--- src/word_unit_regs.svh ---
`ifndef WORD_UNIT_REGS_SVH
`define WORD_UNIT_REGS_SVH

// ************************************************************
// limits of the count operand
// ************************************************************
`define AVG_N_MAX 7'h40
`define HEX_N_MAX 7'h20

// ************************************************************
// filter constant scaling and clamp
// ************************************************************
`define FRAC_LIMIT 16'h270F
`define FRAC_SCALE 32'h0000_2710

// ************************************************************
// ascii digit encoding
// ************************************************************
`define ASCII_DIGIT_BASE 8'h30
`define ASCII_ALPHA_BASE 8'h41
`define HEX_DIGIT_TEN 4'hA

// ************************************************************
// reset values
// ************************************************************
`define WORD_RST 16'h0000
`define SUM_RST 22'h00_0000
`define PTR_RST 6'h00
`define COUNT_RST 7'h00

`endif

--- src/word_unit_pkg.sv ---
package word_unit_pkg;

  // ************************************************************
  // operation select
  // ************************************************************
  typedef enum logic [2:0] {
    or_op,
    xor_op,
    moving_average_op,
    recursive_filter_op,
    hex_to_ascii_op
  } op_t;

  // ************************************************************
  // sequencer states
  // ************************************************************
  typedef enum logic [2:0] {
    st_idle,
    st_avg,
    st_filter,
    st_hex_lo,
    st_hex_hi
  } state_t;

endpackage

--- src/history_mem.sv ---
`timescale 1ns/100ps

// one write port, one read port, read data registered
module history_mem #(
  parameter int WIDTH = 16,
  parameter int DEPTH = 64,
  parameter int AW = 6
) (
  // clock
  input wire logic clock,
  // write port
  input wire logic wr_en,
  input wire logic [AW-1:0] wr_addr,
  input wire logic [WIDTH-1:0] wr_data,
  // read port
  input wire logic [AW-1:0] rd_addr,
  output logic [WIDTH-1:0] rd_data
);

  // ************************************************************
  // storage
  // ************************************************************
  logic [WIDTH-1:0] mem [DEPTH];

  // write and registered read
  always_ff @(posedge clock) begin
    if (wr_en) begin
      mem[wr_addr] <= wr_data;
    end
    rd_data <= mem[rd_addr];
  end

endmodule

--- src/word_logic_filter_hexascii_unit.sv ---
`timescale 1ns/100ps
`include "word_unit_regs.svh"

// Functional notes
// - or of two sources into destination
// - exclusive or of two sources into destination
// - rung low, count out of range or unknown op skips work and drops output
// - moving average over latest n, 1..64
// - n-word history table, pointer in next word
// - output is (1-fraction)x plus fraction times previous
// - fraction is constant operand over 10000
// - clamp filter constant into 0..9999
// - word after destination holds filter residue
// - n source words to ascii, 1..32
// - top nibble first, low byte then high
// - digits 30h..39h, letters 41h..46h
// - each source word gives two destination words
module word_logic_filter_hexascii_unit #(
  parameter int HIST_DEPTH = 64
) (
  // clock and reset
  input wire logic clock,
  input wire logic reset,
  // command
  input wire logic start,
  input wire word_unit_pkg::op_t op_sel,
  input wire logic rung_in,
  input wire logic [15:0] src_a,
  input wire logic [15:0] src_b,
  input wire logic [6:0] count_n,
  // hex source fetch
  output logic [4:0] src_index,
  // results
  output logic busy,
  output logic done,
  output logic rung_out,
  output logic dest_valid,
  output logic [5:0] dest_index,
  output logic [15:0] dest_word,
  output logic [15:0] aux_word
);

  // ************************************************************
  // state
  // ************************************************************
  word_unit_pkg::state_t state_r, state_nxt; // sequencer
  logic [15:0] sample_r, sample_nxt; // latched input word
  logic [15:0] frac_r, frac_nxt; // clamped filter constant
  logic [6:0] n_r, n_nxt; // latched count
  logic [4:0] idx_r, idx_nxt; // hex source index
  logic [15:0] hold_r, hold_nxt; // hex source word
  logic [5:0] ptr_r, ptr_nxt; // circular table pointer
  logic [6:0] fill_r, fill_nxt; // samples gathered
  logic [21:0] sum_r, sum_nxt; // running table sum
  logic [6:0] last_n_r, last_n_nxt; // count of last average
  logic [15:0] y_prev_r, y_prev_nxt; // previous filter output
  logic [15:0] resid_r, resid_nxt; // filter fractional residue
  logic [15:0] dest_word_r, dest_word_nxt; // result word
  logic [15:0] aux_word_r, aux_word_nxt; // word after result
  logic dest_valid_r, dest_valid_nxt; // result strobe
  logic [5:0] dest_index_r, dest_index_nxt; // result offset
  logic done_r, done_nxt; // command finished
  logic rung_out_r, rung_out_nxt; // rung output level

  // ************************************************************
  // datapath helpers
  // ************************************************************
  logic mem_wr; // table write enable
  logic [15:0] mem_rd; // oldest sample
  logic [21:0] avg_sum; // sum after this scan
  logic [21:0] avg_quo; // average
  logic [31:0] filt_num; // filter numerator
  logic [31:0] filt_quo; // filter output
  logic [31:0] filt_rem; // filter residue
  logic n_ok; // count inside its range

  // history table
  history_mem #(
    .WIDTH(16),
    .DEPTH(HIST_DEPTH),
    .AW(6)
  ) u_hist (
    .clock(clock),
    .wr_en(mem_wr),
    .wr_addr(ptr_r),
    .wr_data(sample_r),
    .rd_addr(ptr_r),
    .rd_data(mem_rd)
  );

  // digit to ascii character
  function automatic logic [7:0] ascii_of(input logic [3:0] v);
    if (v < `HEX_DIGIT_TEN) begin
      return `ASCII_DIGIT_BASE + {4'h0, v};
    end else begin
      return `ASCII_ALPHA_BASE + {4'h0, v - `HEX_DIGIT_TEN};
    end
  endfunction

  // average and filter arithmetic
  always_comb begin
    avg_sum = sum_r + {6'h00, sample_r};
    if (fill_r >= n_r) begin
      avg_sum = avg_sum - {6'h00, mem_rd};
    end
    // partial fill still divides by n
    avg_quo = avg_sum / {15'h0000, n_r};
    filt_num = (`FRAC_SCALE - {16'h0000, frac_r}) * {16'h0000, sample_r}
             + {16'h0000, frac_r} * {16'h0000, y_prev_r}
             + {16'h0000, resid_r};
    filt_quo = filt_num / `FRAC_SCALE;
    filt_rem = filt_num % `FRAC_SCALE;
  end

  // count range check per operation
  always_comb begin
    case (op_sel)
      word_unit_pkg::moving_average_op: begin
        n_ok = (count_n != `COUNT_RST) && (count_n <= `AVG_N_MAX);
      end
      word_unit_pkg::hex_to_ascii_op: begin
        n_ok = (count_n != `COUNT_RST) && (count_n <= `HEX_N_MAX);
      end
      default: begin
        n_ok = 1'b1;
      end
    endcase
  end

  // ************************************************************
  // sequencer next values
  // ************************************************************
  always_comb begin
    state_nxt = state_r;
    sample_nxt = sample_r;
    frac_nxt = frac_r;
    n_nxt = n_r;
    idx_nxt = idx_r;
    hold_nxt = hold_r;
    ptr_nxt = ptr_r;
    fill_nxt = fill_r;
    sum_nxt = sum_r;
    last_n_nxt = last_n_r;
    y_prev_nxt = y_prev_r;
    resid_nxt = resid_r;
    dest_word_nxt = dest_word_r;
    aux_word_nxt = aux_word_r;
    dest_valid_nxt = 1'b0;
    dest_index_nxt = dest_index_r;
    done_nxt = 1'b0;
    rung_out_nxt = rung_out_r;
    mem_wr = 1'b0;
    case (state_r)
      word_unit_pkg::st_idle: begin
        if (start) begin
          sample_nxt = src_a;
          n_nxt = count_n;
          if (!rung_in || !n_ok) begin
            // skipped: rung output low, nothing written
            done_nxt = 1'b1;
            rung_out_nxt = 1'b0;
          end else begin
            case (op_sel)
              word_unit_pkg::or_op: begin
                dest_word_nxt = src_a | src_b;
                dest_index_nxt = 6'h00;
                dest_valid_nxt = 1'b1;
                done_nxt = 1'b1;
                rung_out_nxt = 1'b1;
              end
              word_unit_pkg::xor_op: begin
                dest_word_nxt = src_a ^ src_b;
                dest_index_nxt = 6'h00;
                dest_valid_nxt = 1'b1;
                done_nxt = 1'b1;
                rung_out_nxt = 1'b1;
              end
              word_unit_pkg::moving_average_op: begin
                // a new window length restarts the history
                if (count_n != last_n_r) begin
                  ptr_nxt = `PTR_RST;
                  fill_nxt = `COUNT_RST;
                  sum_nxt = `SUM_RST;
                end
                last_n_nxt = count_n;
                state_nxt = word_unit_pkg::st_avg;
              end
              word_unit_pkg::recursive_filter_op: begin
                // negative or oversize constants are pinned
                if (src_b[15]) begin
                  frac_nxt = `WORD_RST;
                end else if (src_b > `FRAC_LIMIT) begin
                  frac_nxt = `FRAC_LIMIT;
                end else begin
                  frac_nxt = src_b;
                end
                state_nxt = word_unit_pkg::st_filter;
              end
              word_unit_pkg::hex_to_ascii_op: begin
                idx_nxt = 5'h00;
                state_nxt = word_unit_pkg::st_hex_lo;
              end
              default: begin
                done_nxt = 1'b1;
                rung_out_nxt = 1'b0;
              end
            endcase
          end
        end
      end
      word_unit_pkg::st_avg: begin
        // newest sample overwrites the oldest slot
        mem_wr = 1'b1;
        sum_nxt = avg_sum;
        if ({1'b0, ptr_r} == n_r - 7'h01) begin
          ptr_nxt = `PTR_RST;
        end else begin
          ptr_nxt = ptr_r + 6'h01;
        end
        if (fill_r < n_r) begin
          fill_nxt = fill_r + 7'h01;
        end
        dest_word_nxt = avg_quo[15:0];
        aux_word_nxt = {10'h000, ptr_nxt};
        dest_index_nxt = 6'h00;
        dest_valid_nxt = 1'b1;
        done_nxt = 1'b1;
        rung_out_nxt = 1'b1;
        state_nxt = word_unit_pkg::st_idle;
      end
      word_unit_pkg::st_filter: begin
        y_prev_nxt = filt_quo[15:0];
        resid_nxt = filt_rem[15:0];
        dest_word_nxt = filt_quo[15:0];
        aux_word_nxt = filt_rem[15:0];
        dest_index_nxt = 6'h00;
        dest_valid_nxt = 1'b1;
        done_nxt = 1'b1;
        rung_out_nxt = 1'b1;
        state_nxt = word_unit_pkg::st_idle;
      end
      word_unit_pkg::st_hex_lo: begin
        // top two nibbles: first in low byte
        hold_nxt = src_a;
        dest_word_nxt = {ascii_of(src_a[11:8]), ascii_of(src_a[15:12])};
        dest_index_nxt = {idx_r, 1'b0};
        dest_valid_nxt = 1'b1;
        state_nxt = word_unit_pkg::st_hex_hi;
      end
      word_unit_pkg::st_hex_hi: begin
        // low two nibbles fill the second word
        dest_word_nxt = {ascii_of(hold_r[3:0]), ascii_of(hold_r[7:4])};
        dest_index_nxt = {idx_r, 1'b1};
        dest_valid_nxt = 1'b1;
        if ({2'b00, idx_r} == n_r - 7'h01) begin
          done_nxt = 1'b1;
          rung_out_nxt = 1'b1;
          state_nxt = word_unit_pkg::st_idle;
        end else begin
          idx_nxt = idx_r + 5'h01;
          state_nxt = word_unit_pkg::st_hex_lo;
        end
      end
      default: begin
        state_nxt = word_unit_pkg::st_idle;
      end
    endcase
  end

  // ************************************************************
  // sequencer registers
  // ************************************************************
  always_ff @(posedge clock) begin
    if (reset) begin
      state_r <= word_unit_pkg::st_idle;
      sample_r <= `WORD_RST;
      frac_r <= `WORD_RST;
      n_r <= `COUNT_RST;
      idx_r <= 5'h00;
      hold_r <= `WORD_RST;
      ptr_r <= `PTR_RST;
      fill_r <= `COUNT_RST;
      sum_r <= `SUM_RST;
      last_n_r <= `COUNT_RST;
      y_prev_r <= `WORD_RST;
      resid_r <= `WORD_RST;
      dest_word_r <= `WORD_RST;
      aux_word_r <= `WORD_RST;
      dest_valid_r <= 1'b0;
      dest_index_r <= 6'h00;
      done_r <= 1'b0;
      rung_out_r <= 1'b0;
    end else begin
      state_r <= state_nxt;
      sample_r <= sample_nxt;
      frac_r <= frac_nxt;
      n_r <= n_nxt;
      idx_r <= idx_nxt;
      hold_r <= hold_nxt;
      ptr_r <= ptr_nxt;
      fill_r <= fill_nxt;
      sum_r <= sum_nxt;
      last_n_r <= last_n_nxt;
      y_prev_r <= y_prev_nxt;
      resid_r <= resid_nxt;
      dest_word_r <= dest_word_nxt;
      aux_word_r <= aux_word_nxt;
      dest_valid_r <= dest_valid_nxt;
      dest_index_r <= dest_index_nxt;
      done_r <= done_nxt;
      rung_out_r <= rung_out_nxt;
    end
  end

  // ************************************************************
  // outputs
  // ************************************************************
  assign busy = (state_r != word_unit_pkg::st_idle);
  assign src_index = idx_r;
  assign done = done_r;
  assign rung_out = rung_out_r;
  assign dest_valid = dest_valid_r;
  assign dest_index = dest_index_r;
  assign dest_word = dest_word_r;
  assign aux_word = aux_word_r;

endmodule

--- config.mk ---
export PLATFORM = sky130hd
export DESIGN_NAME = word_logic_filter_hexascii_unit
export DESIGN_NICKNAME = d
export VERILOG_FILES = /design/src/word_unit_pkg.sv /design/src/history_mem.sv /design/src/word_logic_filter_hexascii_unit.sv
export VERILOG_INCLUDE_DIRS = /design/src /design/src/src
export SDC_FILE = /design/constraint.sdc
export NUM_CORES = 2
export LEC_CHECK = 0
export ABC_AREA = 1
export BUFFER_PORTS_ARGS = -buffer_cell sky130_fd_sc_hd__buf_2
export CORE_UTILIZATION = 30
export DETAILED_ROUTE_END_ITERATION = 6
export GPL_ROUTABILITY_DRIVEN = 0
export SYNTH_ARGS = -nofsm -noshare
export SYNTH_HDL_FRONTEND = slang
export SYNTH_SLANG_ARGS = --single-unit
--- constraint.sdc ---
create_clock -name clock -period 90.1 [get_ports clock]
set_input_delay 13.515 -clock clock [delete_from_list [all_inputs] [get_ports clock]]
set_output_delay 13.515 -clock clock [all_outputs]
set_load 0.03 [all_outputs]
* Yosys cells after proc, flatten, opt, wreduce, memory -nomap -nowiden
Memory sizes are Yosys's and may differ from the RTL's. A register that Yosys moved wholly into a read port is not among the register bits.
Cells that the tools add are included.
** Storage, ports and cells
- Memories :: 1
- Bits in writable memories :: 1024
- Flip-flop bits (word level) :: 170
** Memories
- u_hist.mem :: words 64, width 16, rd ports 1, clocked after memory_dff 1, write ports 1, line history_mem.sv:23 : logic [WIDTH-1:0] mem [DEPTH];
** Cells by class
- Add/subtract/negate cells :: 21
- Reduce and logical (&&, ||, !) cells :: 29
- Div/mod/pow operators :: 3
- Multiply operators :: 2
- $lt $le $gt $ge :: 9
- Bitwise logic cells :: 3
- Equal/unequal tests :: 23
- Multiplexer cells :: 61
** Operators with widths (count)
- $mux W22 :: 5
- $pmux W16 S5 :: 1
- $pmux W16 S2 :: 2
- $mux W6 :: 8
- $pmux W22 S2 :: 1
- $mux W7 :: 5
- $add A32 B16 Y32 :: 1
- $add A32 B32 Y32 :: 1
- $add A7 B4 Y8 const A :: 4
- $div A32 B14 Y32 const B :: 1
- $mod A32 B14 Y32 const B :: 1
- $mul A16 B16 Y32 :: 1
- $mul A17 B17 Y32 :: 1
- $mux W16 :: 2
- $mux W8 :: 4
- $mux W15 :: 2
- $add A6 B4 Y7 const A :: 4
- $pmux W6 S4 :: 1
- $add A22 B16 Y22 :: 1
- $div A22 B7 Y22 :: 1
- $sub A22 B16 Y22 :: 1
- $mux W5 :: 4
- $reduce_and A4 Y1 :: 5
- $pmux W3 S3 :: 2
- 50 further kinds :: 92

* Longest topological paths before layout
- Depth in word-level cells :: 8
- Mapped depth :: 318
- Depth with buffers taken out :: 302

* By module
From an unflattened synthesis, not the netlist that was laid out.
** Unflattened totals
- Cells, all modules :: 10538
- Area, all modules :: 89370.7 µm²
** By module, submodules not included
- word_logic_filter_hexascii_unit :: seq. area each 3383.2 µm², area each 47230.3 µm², times used 1, cells each 7004
- history_mem :: seq. area each 31069.8 µm², area each 42140.4 µm², times used 1, cells each 3534

* Least setup slack after synthesis
OpenSTA, ideal clock, no wires.
- Kind :: register to register
- Start point :: reg sample_r[1]
- End point :: reg dest_word_r[0], in the netlist dest_word[0]
- Path slack :: 46.305 ns
- Arrival time :: 43.664 ns
- Cell stages (with the launch flop) :: 299
- Clock period less this slack :: 43.795 ns
- Cells stage by stage :: dfxtp_1 inv_1 buf_1 fa_1 o21ai_1 nand3_1 nand2_1 nand3_1 nand2_1 xor2_1 ha_1 a21oi_1 nand2_1 nand3_1 nand2_1 nand2_1 nand2_1 nand2_1 [... 263 more ...] nand2_1 o21ai_0 ha_1 o21a_1 o21a_1 o21ai_0 nand2_1 a21oi_1 o21bai_1 a21oi_1 a21boi_0 o21ai_0 nor2_1 nand4_1 a21oi_1 nand2_1 nand2_1 a21oi_2
** On the way
- Cells in the longest elaborated chain, start to end :: 5
** RTL lines
- start, declared :: line word_logic_filter_hexascii_unit.sv:47 : logic [15:0] sample_r, sample_nxt;
- start signal, assigned :: line word_logic_filter_hexascii_unit.sv:276 : sample_r <= `WORD_RST;
- start signal, assigned :: line word_logic_filter_hexascii_unit.sv:295 : sample_r <= sample_nxt;
- $mul A17 B17 Y32 or $add A22 B16 Y22 (tied branches) :: line word_logic_filter_hexascii_unit.sv:108, word_logic_filter_hexascii_unit.sv:102
- $add A32 B32 Y32 or $sub A22 B16 Y22 (tied branches) :: line word_logic_filter_hexascii_unit.sv:108, word_logic_filter_hexascii_unit.sv:104
- $add A32 B16 Y32 or $mux W22 (tied branches) :: line word_logic_filter_hexascii_unit.sv:108, word_logic_filter_hexascii_unit.sv:103
- $div A32 B14 Y32 (no source line) or $div A22 B7 Y22 (tied branches)
- $pmux W16 S5 * :: line word_logic_filter_hexascii_unit.sv:153 : case (state_r)
- end signal, assigned :: line word_logic_filter_hexascii_unit.sv:287 : dest_word_r <= `WORD_RST;
- end signal, assigned :: line word_logic_filter_hexascii_unit.sv:306 : dest_word_r <= dest_word_nxt;
- end, declared :: line word_logic_filter_hexascii_unit.sv:58 : logic [15:0] dest_word_r, dest_word_nxt;
Mark *: on every way between the ends. The rest lies on a longest branch, timed or not.
A chain may end at the register's enable or synchronous reset.

* Worst setup path after layout
Same ends and word-level chain as after synthesis.

==> results.txt <==
----------------------------------------------------
[Layout]
  Final instance area ... between 0.09 and 0.1 mm^2
  Leading cell type in the layout, fill and taps excluded ... sky130_fd_sc_hd__nand2_1
  Commonest non-fill, non-tap cells in the layout ... sky130_fd_sc_hd__nand2_1, sky130_fd_sc_hd__inv_1, sky130_fd_sc_hd__edfxtp_1
  Area Overhead vs Synth ... 11.16%
  # nets final ... about 10000
  Share of cells above drive strength 1 ... about 11%
  Number of fill cells in the layout ... 28587

[Yosys]
  Most used DFF post-synth ... sky130_fd_sc_hd__edfxtp_1
  Average footprint of a synthesized cell ... 9.253 um^2
  #FFs+latches synth ... 1209
  Post-synthesis cell area ... about 0.084 mm^2
  Count of distinct cell types in the synthesized netlist ... 85
  Number of enable flip-flop cells after synthesis ... 1024
  Mapped Nets ... 10053
  Synth Instances ... between 9000 and 10000
  Post-synth ARST share ... 0%
  Synthesis Warnings ... 0
  Share of synthesized area occupied by flip-flops and latches ... around 40%

[Drt]
  Drt via density ... between 4 and 5
  Final routed wirelength across all metal layers ... 246.5 mm
  Uppermost metal layer occupied by signal nets ... met5
  Via Count ... about 64000
  Routed len/inst ... between 15 and 20 um
  Residual DRC ... 16
  Number of DRC violations after detailed-routing iteration 0 ... 5554
  Met1 Wirelength ... 107.7 mm
  Routed length on met3 ... 17.00 mm
  Number of routed nets with antenna violations ... 0
  Met2 WL post-DR ... about 110 mm
  Pre-antenna DRT Iters ... 7

[CTS]
  Clock Tree Root ... sky130_fd_sc_hd__clkbuf_16
  Cts-stage hold buffer count ... 0
  Insertion delay to the later sink of the worst-skew pair ... 0.79 ns
  Number of sinks on the clock net ... 1209
  Buffer levels on the longest clock path ... 3
  CTS tree ... built
  Number of buffers added for setup after CTS ... 0
  Clock input transition at the sequential cells of the worst setup and hold paths ... 0.07 ns
  CTS HTree Levels ... 4
  CTS Buf Count ... 133
  Number of instances resized during post-cts repair ... 0

[Timing]
  Setup Skew ... around 0.051 ns
  Final hold viol count ... 0
  Setup repair after global routing missed its margin ... false
  Setup Viol. Count Final ... 0
  Share of the cycle needed by the critical path after routing ... around 56%
  Worst-margin pin slew ... 1.113 ns
  Min cycle time layout ... 50.56 ns
  Setup TNS ... 0 ns
  Max transition margin ... 25.75%
  Final count of pins violating max slew ... 0
  Highest clock frequency the design can meet ... between 15 and 20 MHz

[Critical path]
  Launch instance of the worst register-to-register path ... sample_r[1]$_SDFFE_PP0P_
  Worst-case reg-to-reg path depth ... between 200 and 300
  CP Max Fanout ... 28
  End of the worst register-to-register path ... dest_word[0]$_SDFFE_PP0P_
  Type of the worst setup path ... register to register
  Required arrival time at the worst endpoint ... 90.70 ns
  Setup crit start kind ... register
  Cell with the largest stage delay on the worst path ... sky130_fd_sc_hd__nand3_1
  Highest cell delay on the worst timing path ... 0.74 ns
  Launch point of the critical path ... sample_r[1]$_SDFFE_PP0P_
  Most frequent cell on the critical path ... sky130_fd_sc_hd__inv_1
  Critical path capture point type ... register
  Data arrival time of the worst path ... a little over 50 ns
  Slack of the worst reg-to-reg path ... 39.54 ns

[Place]
  Cell area reported after detailed placement ... 0.08950 mm^2
  IO Port Bufs ... around 90
  Detailed placement HPWL ... 177.9 mm

[GRT]
  GRT Resource Usage Total ... 17.24%
  Maximum number of pins on one net before global-route repair ... 107
  Total congestion overflow after global routing ... 0
  Vias in the first global route ... between 60000 and 70000
  Initial antenna violation count ... 16
  Wire length of the first global-routing pass ... between 300 and 400 mm

[Hold path]
  Hold path depth ... 2
  End of the worst hold path ... aux_word[15]$_SDFFE_PP0P_
  Hold path startpoint ... aux_word[15]$_SDFFE_PP0P_
  Min-delay worst type ... register to register

[Die]
  Die X ... 532.4 um
  Vert. Die Dim ... about 530 um
  Placeable core region ... around 0.28 mm^2
  Overall die area ... 0.2834 mm^2
  Total number of placement rows ... 194
  I/O pin count ... 93
  Initial standard-cell utilization of the core ... 30.18%

[Run status]
  Failing checks ... DRC
  Run status ... finished, violations left

[Run]
  Max capacitance violation total ... 0

----------------------------------------------------
-- stage by stage --
stage	utilization (%)	hold slack (ns)	instances	worst slack (ns)
2_1_floorplan	-	0.4408	9120	46.31
3_3_place_gp	32.01	0.4331	12780	41.32
3_5_place_dp	32.01	0.4319	12780	40.05
4_1_cts	33.54	0.4429	13027	39.87
5_1_grt	33.54	0.4618	13030	32.72
6_report	33.55	0.4397	13033	39.54
-- logic make-up after synthesis --
| logic type | after synthesis | synth area share, % |
|---|---|---|
| AND/OR/NAND/NOR | 3780 | 21.05 |
| multiplexers | 2 | 0.02372 |
| flip-flops | 1209 | 40.83 |
| buffers and inverters | 1753 | 8.158 |
| adder cells (fa/ha/maj) | 887 | 17.68 |
| AO/OA/AOI/OAI | 1250 | 9.737 |
| XOR/XNOR | 239 | 2.521 |
-- worst max path at each step --
stage                                           end  cells after the start
after CTS                 dest_word[0]$_SDFFE_PP0P_                    284
after floorplan           dest_word[0]$_SDFFE_PP0P_                    298
after global routing      dest_word[0]$_SDFFE_PP0P_                    288
after detailed placement  dest_word[0]$_SDFFE_PP0P_                    283
after global placement    dest_word[0]$_SDFFE_PP0P_                    287
final                     dest_word[0]$_SDFFE_PP0P_                    284
-- worst max-delay path, delay by kind of cell, from the launching register on --
family          cells  cell delay [ns]
compound gates    103            18.61
xor+xnor            2             0.44
fa+ha+maj          24             8.00
buf+inv            52             6.29
flops               1             0.32
simple gates      103            16.57
-- layer usage --
layer	up-vias	GRT usage, %
met4	6	6.460
li1	30365	-
met5	-	0
met3	329	2.571
met2	1998	27.85
met1	31096	23.24
-- cell usage after synthesis (9+ instances only) --
cell | instances | area (um^2)
sky130_fd_sc_hd__nand2_1 | 2146 | 8055
sky130_fd_sc_hd__o21ai_0 | 264 | 1321
sky130_fd_sc_hd__a31oi_1 | 22 | 137.6
sky130_fd_sc_hd__a21oi_2 | 9 | 78.83
sky130_fd_sc_hd__a22o_1 | 111 | 972.2
sky130_fd_sc_hd__o211ai_1 | 19 | 142.6
sky130_fd_sc_hd__a221o_1 | 9 | 90.09
sky130_fd_sc_hd__nor3_1 | 54 | 270.3
sky130_fd_sc_hd__o21ai_1 | 33 | 165.2
sky130_fd_sc_hd__clkinv_1 | 20 | 75.07
sky130_fd_sc_hd__inv_2 | 38 | 142.6
sky130_fd_sc_hd__o31ai_1 | 9 | 67.56
sky130_fd_sc_hd__nand3_2 | 39 | 390.4
sky130_fd_sc_hd__nand2_4 | 133 | 1498
sky130_fd_sc_hd__clkbuf_1 | 237 | 889.6
sky130_fd_sc_hd__dfxtp_1 | 185 | 3704
sky130_fd_sc_hd__nor2_4 | 16 | 180.2
sky130_fd_sc_hd__o21ai_2 | 12 | 105.1
sky130_fd_sc_hd__edfxtp_1 | 1024 | 30750
sky130_fd_sc_hd__nor2_1 | 466 | 1749
sky130_fd_sc_hd__nand3_1 | 388 | 1942
sky130_fd_sc_hd__nand3b_1 | 30 | 225.2
sky130_fd_sc_hd__nand4_1 | 195 | 1220
sky130_fd_sc_hd__ha_1 | 378 | 4730
sky130_fd_sc_hd__buf_1 | 44 | 165.2
sky130_fd_sc_hd__a211oi_1 | 19 | 142.6
sky130_fd_sc_hd__inv_1 | 1364 | 5120
sky130_fd_sc_hd__o21bai_1 | 16 | 120.1
sky130_fd_sc_hd__o2111ai_1 | 15 | 131.4
sky130_fd_sc_hd__a21o_1 | 22 | 165.2
sky130_fd_sc_hd__nand2_2 | 191 | 1195
sky130_fd_sc_hd__a21oi_4 | 11 | 178.9
sky130_fd_sc_hd__or2_2 | 23 | 143.9
sky130_fd_sc_hd__fa_1 | 509 | 10190
sky130_fd_sc_hd__a221oi_1 | 118 | 1033
sky130_fd_sc_hd__a22oi_1 | 162 | 1216
sky130_fd_sc_hd__xor2_1 | 161 | 1410
sky130_fd_sc_hd__xnor2_1 | 75 | 656.9
sky130_fd_sc_hd__a21oi_1 | 366 | 1832
sky130_fd_sc_hd__nor2_2 | 50 | 312.8
-- flip-flops by register name (all words and copies together), names as in the netlist, 3 cells and up --
signal	flops
u_hist.mem	1024
ptr_r	6
sample_r	16
last_n_r	7
y_prev_r	16
state_r	3
dest_index	6
hold_r	8
resid_r	16
fill_r	7
src_index	5
aux_word	16
frac_r	15
sum_r	22
dest_word	16
u_hist.rd_data	16
n_r	7
-- cell type report --
cell class / count / area [um^2] / area share, %
multi-input combinational: 6158 / 43170 / 46.02
sequential: 1209 / 34500 / 36.78
inverter: 1441 / 5488 / 5.850
tap: 3724 / 4659 / 4.967
clock buffer: 169 / 3515 / 3.747
timing repair buffer: 248 / 1684 / 1.795
clock inverter: 78 / 772.0 / 0.8230
antenna: 6 / 15.01 / 0.01601
Power is left out: the tool's default activity adds up to more than one toggle a clock period on the data nets, which glitch-free logic cannot reach.
